### src/hdl/lcd_cmd_pkg.sv
// constants shared by the lcd host command decoder and its address unit
// assumes a single 10 MHz clock domain
package lcd_cmd_pkg;
  localparam logic [7:0] CMD_CURSOR_SET = 8'h21;
  localparam logic [7:0] CMD_OFFSET_SET = 8'h22;
  localparam logic [7:0] CMD_ADDR_SET = 8'h24;
  localparam logic [7:0] CMD_TEXT_HOME = 8'h40;
  localparam logic [7:0] CMD_TEXT_AREA = 8'h41;
  localparam logic [7:0] CMD_GFX_HOME = 8'h42;
  localparam logic [7:0] CMD_GFX_AREA = 8'h43;
  localparam int CURSOR_COL_W = 7;
  localparam int CURSOR_ROW_W = 5;
  localparam int CG_OFFSET_W = 5;
  localparam int CG_CODE_W = 8;
  localparam int CG_LINE_W = 3;
  localparam int CG_OFFSET_LSB = 11;
  localparam int CG_CODE_LSB = 3;
  localparam int EXEC_CYCLES = 4;
  localparam logic [2:0] EXEC_CNT_RST = 3'h0;
  localparam logic [7:0] BYTE_RST = 8'h00;
  localparam logic [15:0] WORD_RST = 16'h0000;
endpackage

### src/hdl/cg_addr_gen.sv
// character generator ram address former
// assumes offset, code and line count are stable in the fetch cycle
`timescale 1ns/100ps
`default_nettype none
module cg_addr_gen
  import lcd_cmd_pkg::*;
(
  input wire logic sys_clk_i,
  input wire logic rstn_i,
  input wire logic [CG_OFFSET_W-1:0] cg_offset_address_bits_i,
  input wire logic [CG_CODE_W-1:0] char_code_i,
  input wire logic [CG_LINE_W-1:0] line_cnt_i,
  output logic [15:0] cg_addr_o
);
  logic [15:0] addr_ff;
  always_ff @(posedge sys_clk_i or negedge rstn_i) begin
    if (!rstn_i) begin
      addr_ff <= WORD_RST;
    end else begin
      addr_ff <= {cg_offset_address_bits_i, char_code_i, line_cnt_i};
    end
  end
  assign cg_addr_o = addr_ff;
endmodule // cg_addr_gen
`default_nettype wire

### src/hdl/lcd_host_command_decoder.sv
// host command and parameter decoder of a graphic lcd controller
// assumes host strobes synchronous to sys_clk_i; one byte per write pulse
`timescale 1ns/100ps
`default_nettype none
module lcd_host_command_decoder
  import lcd_cmd_pkg::*;
(
  input wire logic sys_clk_i,
  input wire logic rstn_i,
  input wire logic ce_n_i,
  input wire logic rd_n_i,
  input wire logic wr_n_i,
  input wire logic cd_i,
  input wire logic [7:0] data_i,
  input wire logic line_end_i,
  input wire logic auto_mode_i,
  input wire logic [CG_CODE_W-1:0] char_code_i,
  input wire logic [CG_LINE_W-1:0] line_cnt_i,
  output logic [7:0] data_o,
  output logic data_oe_n_o,
  output logic [CURSOR_COL_W-1:0] cursor_column_o,
  output logic [CURSOR_ROW_W-1:0] cursor_row_o,
  output logic [CG_OFFSET_W-1:0] cg_offset_o,
  output logic [15:0] addr_ptr_o,
  output logic [15:0] text_base_addr_o,
  output logic [7:0] text_width_columns_o,
  output logic [15:0] gfx_base_addr_o,
  output logic [7:0] gfx_width_columns_o,
  output logic [15:0] cg_addr_o,
  output logic cmd_pending_o,
  output logic cmd_done_o
);
  // ----------------------------------------
  // state
  // ----------------------------------------
  typedef enum logic [2:0] {
    ST_IDLE = 3'b001,
    ST_WAIT = 3'b010,
    ST_EXEC = 3'b100
  } dec_state_t;

  typedef struct packed {
    dec_state_t st;
    logic [7:0] first_parameter;
    logic [7:0] second_parameter;
    logic [7:0] cmd;
    logic [2:0] exec_cnt;
    logic [CURSOR_COL_W-1:0] cursor_column;
    logic [CURSOR_ROW_W-1:0] cursor_row;
    logic [CG_OFFSET_W-1:0] cg_off;
    logic [15:0] addr_ptr;
    logic [15:0] text_base_addr;
    logic [7:0] text_width_columns;
    logic [15:0] gfx_base_addr;
    logic [7:0] gfx_width_columns;
    logic [7:0] rdata;
    logic oe_n;
    logic done;
    logic wr_q;
  } dec_regs_t;

  dec_regs_t cur_ff;
  dec_regs_t nxt_ff;
  logic wr_edge;
  logic rd_stat;
  logic busy;

  function automatic logic is_msb0(input logic [7:0] c);
    is_msb0 = ~c[7];
  endfunction

  assign wr_edge = !ce_n_i && !wr_n_i && !cur_ff.wr_q;
  assign rd_stat = !ce_n_i && !rd_n_i && wr_n_i && cd_i;
  assign busy = (cur_ff.st != ST_IDLE);

  // ----------------------------------------
  // next state
  // ----------------------------------------
  always_comb begin
    nxt_ff = cur_ff;
    nxt_ff.wr_q = !ce_n_i && !wr_n_i;
    nxt_ff.done = 1'b0;
    nxt_ff.oe_n = !rd_stat;
    // status: bit0 cmd_ready_flag, bit1 data_rw_ready_flag, bits2/3 auto flags
    nxt_ff.rdata = {4'h0, auto_mode_i & ~busy, auto_mode_i & ~busy, 2'b00};
    if (!auto_mode_i) begin
      nxt_ff.rdata[0] = ~busy;
      nxt_ff.rdata[1] = ~busy;
    end
    unique case (cur_ff.st)
      ST_IDLE: begin
        if (wr_edge && !cd_i) begin
          // older byte shifts out; the last two survive
          nxt_ff.first_parameter = cur_ff.second_parameter;
          nxt_ff.second_parameter = data_i;
        end else if (wr_edge && cd_i) begin
          nxt_ff.cmd = data_i;
          if (is_msb0(data_i) && line_end_i) begin
            nxt_ff.st = ST_WAIT;
          end else begin
            nxt_ff.st = ST_EXEC;
            nxt_ff.exec_cnt = EXEC_CNT_RST;
          end
        end
      end
      ST_WAIT: begin
        // writes here are dropped, so latched parameters stay intact
        if (!line_end_i) begin
          nxt_ff.st = ST_EXEC;
          nxt_ff.exec_cnt = EXEC_CNT_RST;
        end
      end
      ST_EXEC: begin
        nxt_ff.exec_cnt = cur_ff.exec_cnt + 3'h1;
        if (cur_ff.exec_cnt == 3'(EXEC_CYCLES - 1)) begin
          nxt_ff.st = ST_IDLE;
          nxt_ff.done = 1'b1;
          // with two bytes queued, older one is the first parameter
          unique case (cur_ff.cmd)
            CMD_CURSOR_SET: begin
              nxt_ff.cursor_column = cur_ff.first_parameter[CURSOR_COL_W-1:0];
              nxt_ff.cursor_row = cur_ff.second_parameter[CURSOR_ROW_W-1:0];
            end
            CMD_OFFSET_SET: begin
              nxt_ff.cg_off = cur_ff.first_parameter[CG_OFFSET_W-1:0];
            end
            CMD_ADDR_SET: begin
              nxt_ff.addr_ptr = {cur_ff.second_parameter, cur_ff.first_parameter};
            end
            CMD_TEXT_HOME: begin
              // base is the top-left character cell
              nxt_ff.text_base_addr = {cur_ff.second_parameter, cur_ff.first_parameter};
            end
            CMD_TEXT_AREA: begin
              nxt_ff.text_width_columns = cur_ff.first_parameter;
            end
            CMD_GFX_HOME: begin
              nxt_ff.gfx_base_addr = {cur_ff.second_parameter, cur_ff.first_parameter};
            end
            CMD_GFX_AREA: begin
              nxt_ff.gfx_width_columns = cur_ff.first_parameter;
            end
            default: begin
              // other commands belong to neighbouring blocks; cursor untouched
            end
          endcase
        end
      end
      default: begin
        nxt_ff.st = ST_IDLE;
      end
    endcase
  end

  always_ff @(posedge sys_clk_i or negedge rstn_i) begin
    if (!rstn_i) begin
      cur_ff <= '{st: ST_IDLE, first_parameter: BYTE_RST, second_parameter: BYTE_RST,
                  cmd: BYTE_RST, exec_cnt: EXEC_CNT_RST, cursor_column: '0,
                  cursor_row: '0, cg_off: '0, addr_ptr: WORD_RST,
                  text_base_addr: WORD_RST, text_width_columns: BYTE_RST,
                  gfx_base_addr: WORD_RST, gfx_width_columns: BYTE_RST,
                  rdata: BYTE_RST, oe_n: 1'b1, done: 1'b0, wr_q: 1'b0};
    end else begin
      cur_ff <= nxt_ff;
    end
  end

  // ----------------------------------------
  // cg address
  // ----------------------------------------
  cg_addr_gen u_cg_addr (
    .sys_clk_i(sys_clk_i),
    .rstn_i(rstn_i),
    .cg_offset_address_bits_i(cur_ff.cg_off),
    .char_code_i(char_code_i),
    .line_cnt_i(line_cnt_i),
    .cg_addr_o(cg_addr_o)
  );

  assign data_o = cur_ff.rdata;
  assign data_oe_n_o = cur_ff.oe_n;
  assign cursor_column_o = cur_ff.cursor_column;
  assign cursor_row_o = cur_ff.cursor_row;
  assign cg_offset_o = cur_ff.cg_off;
  assign addr_ptr_o = cur_ff.addr_ptr;
  assign text_base_addr_o = cur_ff.text_base_addr;
  assign text_width_columns_o = cur_ff.text_width_columns;
  assign gfx_base_addr_o = cur_ff.gfx_base_addr;
  assign gfx_width_columns_o = cur_ff.gfx_width_columns;
  assign cmd_pending_o = (cur_ff.st == ST_WAIT);
  assign cmd_done_o = cur_ff.done;
endmodule // lcd_host_command_decoder
`default_nettype wire

### config.mk
export PLATFORM = sky130hd
export DESIGN_NAME = lcd_host_command_decoder
export DESIGN_NICKNAME = d
export VERILOG_FILES = /design/src/hdl/lcd_cmd_pkg.sv /design/src/hdl/cg_addr_gen.sv /design/src/hdl/lcd_host_command_decoder.sv
export SDC_FILE = /design/constraint.sdc
export NUM_CORES = 1
export LEC_CHECK = 0
export ABC_AREA = 1
export CAP_MARGIN = 10
export CORE_AREA = 2 2 105 107
export CTS_BUF_LIST = sky130_fd_sc_hd__clkbuf_8
export DETAILED_ROUTE_END_ITERATION = 7
export DIE_AREA = 0 0 107 109
export DONT_BUFFER_PORTS = 1
export GPL_ROUTABILITY_DRIVEN = 0
export PLACE_DENSITY = 0.67
export SLEW_MARGIN = 20
export SYNTH_ARGS = -nofsm -noshare
export SYNTH_HDL_FRONTEND = slang
export SYNTH_SLANG_ARGS = --single-unit
### constraint.sdc
create_clock -name sys_clk_i -period 3.05 [get_ports sys_clk_i]
set_input_delay 0.61 -clock sys_clk_i [delete_from_list [all_inputs] [get_ports sys_clk_i]]
set_output_delay 0.61 -clock sys_clk_i [all_outputs]
set_load 0.01 [all_outputs]
==> impl_metrics.tcl, run 1 <==
set metrics [dict create \
    grt.total_usage_pct 20.1 \
    vias_per_cell 5.00 \
    num-nets-final 541 \
    antenna_found_initial 0 \
    rr_startpoint "cur_ff[92]$_DFFE_PN0P_" \
    fmax_ghz 0.503 \
    die_area_sq_um 11700 \
    setup_tns_ns 0 \
    hold_viol_final 130 \
    min_period_over_period_pct 65.2 \
    num_antenna_cells 0 \
    synth_edf_count 0 \
    core_sq_um 10600 \
    powerDensity_nw_per_um2 766 \
    status "complete, but fails checks" \
    highest_layer "met4" \
    route.detailed.drc 0 \
    clkLatencyLatePin_ns 0.43 \
    postRouteAntennaNets 0 \
    drt_pass1_iterations 4 \
    grt_overflow 0 \
    place_hpwl_um 7670 \
    slew_headroom_pct 41.8 \
    worstMarginPinSlew_ns 0.871 \
    rsz0062_at_grt "false" \
    grt_pass1_wl_um 17500 \
    worst_slack_ns 1.06 \
    r2r_end "addr_ptr_o[3]$_DFFE_PN0P_" \
    synth_warnings 0 \
    grt_max_degree 133 \
    clk_pin_slew_ns 0.08 \
    critPathArrivalTime_ns 2.26 \
    wl_met2_um 5220 \
    worst_clock_skew_ns 0.0117 \
    netlist_instances 593 \
    drt-wirelength-per-cell_um 16.5 \
    hold_path_class "in -> async" \
    final-max-slew-violation-count 0 \
    peakVddDrop_mv 0.304 \
    htree_levels 4 \
    reg2regPathDepth 6 \
    first_global_vias 3336 \
    pin_count 135 \
    power_w 0.00419 \
    wl_met1_um 4620 \
    multi_input_area_sq_um 1460 \
    rows 38 \
    numCtsBuffers 17 \
    cts_buffer_depth 2 \
    drt_wl_total_um 11000 \
    syn_area_sq_um 5650 \
    path_max_fanout 32 \
    synth.distinct_cells 29 \
    layout-area-overhead-vs-synth_pct -3.25 \
    cp-end-kind "register" \
    critical_path_required_ns 3.32 \
    cts_root_buf "clkbuf_8" \
    post_cts_buffers 0 \
    cts_resized 0 \
    die_y_um 109 \
    violations "hold timing" \
    worstSetupPathType "reg -> reg" \
    die_w_um 107 \
    ys_seq_area_share_pct 58.5 \
    vias 3325 \
    min_period_ns 1.99 \
    hold-worst-slack_ns -0.122 \
    drive_above_1_share_pct 10.9 \
    ys_seq_elements 132 \
    r2r_slack_ns 1.06 \
    ys_async_sr_fraction_pct 100 \
    cap_violations 0 \
    drt_iter0_markers 238 \
    ys.flop_type "dfrtp_1" \
    place_ws_ns 1.02 \
    regArea_sq_um 3310 \
    p_leak_nw 2.80 \
    syn_avg_cell_area_sq_um 9.53 \
    start_kind "register" \
    cts_num_sinks 132 \
    place.port_buffers 0 \
    cts_tree "done" \
    setup_viol 0 \
    wl_met3_um 952 \
    fillers 967 \
    start_util_pct 53.3 \
]
cells in the final DEF, fill, tap and decap left out, types with 3 or more instances in the layout:
| cell type | count |
|---|---|
| nand2_1 | 209 |
| dfrtp_1 | 130 |
| o21ai_0 | 60 |
| inv_1 | 33 |
| clkbuf_8 | 20 |
| nor2_1 | 13 |
| nand3_1 | 9 |
| o21ai_1 | 6 |
| clkinvlp_4 | 5 |
| conb_1 | 4 |
| clkinv_2 | 4 |
| inv_2 | 3 |
| nor2_2 | 3 |
| nor3_2 | 3 |
cells in the mapped netlist (2+ instances only):
master / instances / area (sq um)
nor3_2: 3 / 30.0
or2_2: 2 / 12.5
inv_2: 3 / 11.3
nor2_1: 13 / 48.8
ha_1: 2 / 25.0
dfrtp_1: 130 / 3250
nand3_1: 9 / 45.0
dfstp_2: 2 / 52.6
nor2_2: 3 / 18.8
o21ai_1: 6 / 30.0
buf_4: 91 / 683
inv_1: 33 / 124
buf_6: 2 / 22.5
buf_2: 9 / 45.0
nand2_1: 209 / 785
nand3_2: 2 / 20.0
clkbuf_1: 2 / 7.51
o21ai_0: 60 / 300
nor3_4: 2 / 32.5
layer usage:
layer	global-route usage (%)	up-vias
met1	25.6	1602
met2	30.6	115
met4	9.55	0
li1	-	1591
met5	0	-
met3	7.53	17
layout make-up:
cell class | count | area share [%]
clock buffer | 20 | 5.03
clock inverter | 12 | 1.92
inverter | 38 | 2.65
multi-input combinational | 322 | 26.6
sequential | 132 | 60.4
tap | 140 | 3.20
timing repair buffer | 1 | 0.137
flip-flops by register name (all words and copies together) (netlist names), 2 cells and up:
signal and flops:
addr_ptr_o 16, cg_offset_o 5, cur_ff 31, cursor_column_o 7
cursor_row_o 5, data_o 2, gfx_base_addr_o 16, gfx_width_columns_o 8
text_base_addr_o 16, text_width_columns_o 8, u_cg_addr.cg_addr_o 16
power breakdown:
group,leakage [nW],switching (W),internal [W]
sequential,1.76,0.000269,0.00197
combinational,0.864,0.000425,0.000156
clock,0.183,0.000666,0.000705
worst max-delay path by stage:
stage                           startpoint                             end  slack (ns)  cells past startpoint
floorplan           cur_ff[92]$_DFFE_PN0P_  cursor_column_o[0]$_DFFE_PN0P_        1.54                     10
global placement    cur_ff[92]$_DFFE_PN0P_      addr_ptr_o[14]$_DFFE_PN0P_        1.13                      6
detailed placement  cur_ff[92]$_DFFE_PN0P_       addr_ptr_o[3]$_DFFE_PN0P_        1.02                      6
CTS                 cur_ff[92]$_DFFE_PN0P_       addr_ptr_o[3]$_DFFE_PN0P_        1.01                      6
global route        cur_ff[92]$_DFFE_PN0P_       addr_ptr_o[4]$_DFFE_PN0P_        0.79                      6
finish              cur_ff[92]$_DFFE_PN0P_       addr_ptr_o[3]$_DFFE_PN0P_        1.06                      6
logic make-up (layout without fill, tap and decap cells):
| family | Yosys count | count (layout) | synth area share [%] |
|---|---|---|---|
| AOI/OAI and AO/OA | 67 | 67 | 5.93 |
| adders and majority gates | 2 | 2 | 0.443 |
| buffers and inverters | 142 | 71 | 16.0 |
| DFF | 132 | 132 | 58.5 |
| other | 1 | 4 | 0.0663 |
| and+or+nand+nor | 249 | 249 | 19.1 |
worst max-delay path, stage by stage (launching register included):
cell     delay [ns]
dfrtp_1        0.40
ha_1           0.20
ha_1           0.18
inv_1          0.16
nor2_8         0.07
nand2_1        0.64
o21ai_0        0.18
metrics by stage:
stage	utilization [%]	instances	instance area, sq um
finish	51.6	665	5470
global route	51.6	665	5470
CTS	51.6	665	5470
detailed placement	48.0	633	5090
global placement	48.0	633	5090
floorplan	-	596	5670
No activity file was read; power rests on OpenSTA's default activity.
==> run 2, diff against run 1 <==
- PLACE_DENSITY: 0.67 -> 0.7
- clock period: 3.05 -> 1.8 ns (I/O delays scaled with it)
==> run 2 against run 1 <==
- the run still ends with hold timing left
- global-route usage about the same
- maximum frequency increased by 21%
- setup slack got worse by 0.90 ns
- core utilization rose by 3.3 points
- sequential power up 68%
- critical endpoint is now cursor_column_o[4]$_DFFE_PN0P_
==> impl_metrics.tcl, run 2 (synthesized netlist as in run 1, its figures left out) <==
set metrics [dict create \
    postRouteAntennaNets 0 \
    drt_wl_total_um 11100 \
    min_period_ns 1.64 \
    final_cell_mix "nand2_1, dfrtp_1, o21ai_0" \
    worstSetupPathType "reg -> reg" \
    die_area_sq_um 11700 \
    start_kind "register" \
    first_global_vias 3376 \
    p_leak_nw 2.99 \
    setup_viol 0 \
    hold_path_class "in -> async" \
    cts_tree "done" \
    min_period_over_period_pct 91.2 \
    vias_per_cell 4.95 \
    hold_buffers 15 \
    hold_viol_final 132 \
    cts_num_sinks 132 \
    mostFrequentLayoutCell "nand2_1" \
    cts_root_buf "clkbuf_8" \
    place_hpwl_um 7660 \
    status "complete, but fails checks" \
    cts_buffer_depth 2 \
    placedCellCount 637 \
    core_sq_um 10600 \
    grt_pass1_wl_um 17600 \
    drt_iter0_markers 217 \
    drt-wirelength-per-cell_um 16.1 \
    largest-register "cur_ff" \
    power_w 0.00753 \
    grt_overflow 0 \
    num-nets-final 563 \
    fin_util_pct 54.9 \
    setup_tns_ns 0 \
    final-max-slew-violation-count 0 \
    cap_violations 0 \
    fmax_ghz 0.609 \
    cp-end-kind "register" \
    critPathArrivalTime_ns 1.99 \
    drt_pass1_iterations 4 \
    rsz0062_at_grt "false" \
    clkLatencyLatePin_ns 0.42 \
    place.port_buffers 0 \
    numCtsBuffers 17 \
    drive_above_1_share_pct 12.1 \
    pin_count 135 \
    path_max_fanout 12 \
    place_area_sq_um 5140 \
    peakVddDrop_mv 0.593 \
    route.detailed.drc 0 \
    grt.total_usage_pct 20.1 \
    critical_path_required_ns 2.15 \
    vias 3398 \
    die_w_um 107 \
    num_antenna_cells 0 \
    hold-worst-slack_ns -0.364 \
    violations "hold timing" \
    clk_pin_slew_ns 0.08 \
    final_area_sq_um 5820 \
    worst_clock_skew_ns 0.0121 \
    start_util_pct 53.3 \
    layout-area-overhead-vs-synth_pct 2.88 \
    stdcell_count 687 \
    grt_max_degree 133 \
    rows 38 \
    htree_levels 4 \
    powerDensity_nw_per_um2 1290 \
    antenna_found_initial 0 \
    largest_reg_flops 31 \
    die_y_um 109 \
]
run 2: cell count changes in the layout (fill, tap and decap cells not counted), moves of 2 or more:
cell	delta
clkinv_2	-2
dlygate4sd3_1	+15
buf_12	+4
nand2_1	-2
buf_4	+3
bufinv_16	+3
run 2: cell type report:
| cell class | count | area, sq um |
|---|---|---|
| multi-input cells | 322 | 1480 |
| clock inverters | 12 | 178 |
| inverters | 38 | 145 |
| flip-flops and latches | 132 | 3310 |
| well taps | 140 | 175 |
| clock buffers | 20 | 275 |
| repair buffers | 23 | 260 |
| fillers | 913 | 4790 |
run 2: critical path, stage by stage, from the launching register on:
cell and delay (ns):
dfrtp_1 0.40, ha_1 0.21, ha_1 0.18, inv_1 0.16, nor2_8 0.07, inv_4 0.13
nor2_2 0.06, nand2_2 0.20, nand2_1 0.08, nand2_1 0.08
run 2: stage by stage:
step	setup WS [ns]	hold slack [ns]
3_3_place_gp	0.0913	0.0693
6_report	0.159	-0.364
4_1_cts	0.0265	-0.390
5_1_grt	0.0378	-0.397
3_5_place_dp	-0.0150	0.0688
2_1_floorplan	0.288	0.0644
run 2: final timing paths:
path	from	end	slack [ns]	cells after the start
worst min register to register	cg_offset_o[1]$_DFFE_PN0P_	u_cg_addr.cg_addr_o[12]$_DFF_PN0_	0.48	0
worst min-delay path	rstn_i	cursor_column_o[1]$_DFFE_PN0P_	-0.36	0
worst max register to register	cur_ff[92]$_DFFE_PN0P_	cursor_column_o[4]$_DFFE_PN0P_	0.16	9
max in group asynchronous	rstn_i	data_oe_n_o$_DFF_PN1_	1.96	0
worst max-delay path	cur_ff[92]$_DFFE_PN0P_	cursor_column_o[4]$_DFFE_PN0P_	0.16	9
min in group sys_clk_i	auto_mode_i	data_o[2]$_DFF_PN0_	0.05	2
run 2: per-layer routing:
layer,GRT usage (%),vias to the layer above,share of wire [%]
li1,-,1628,-
met1,25.7,1634,42
met2,32.2,123,48
met3,6.69,13,7.8
met4,7.79,0,2.0
met5,0,-,0
run 2: where the power goes:
part           total [W]  switching (W)  internal (W)
Combinational    0.00101       0.000725      0.000287
Sequential       0.00377       0.000441       0.00333
Clock            0.00274        0.00112       0.00162
run 2: repair_timing:
item,CTS,global route
gates resized for setup,1,4
setup buffers,2,1
setup endpoints to repair,12,29
endpoints found under the hold margin,146,132
pin swaps,1,3
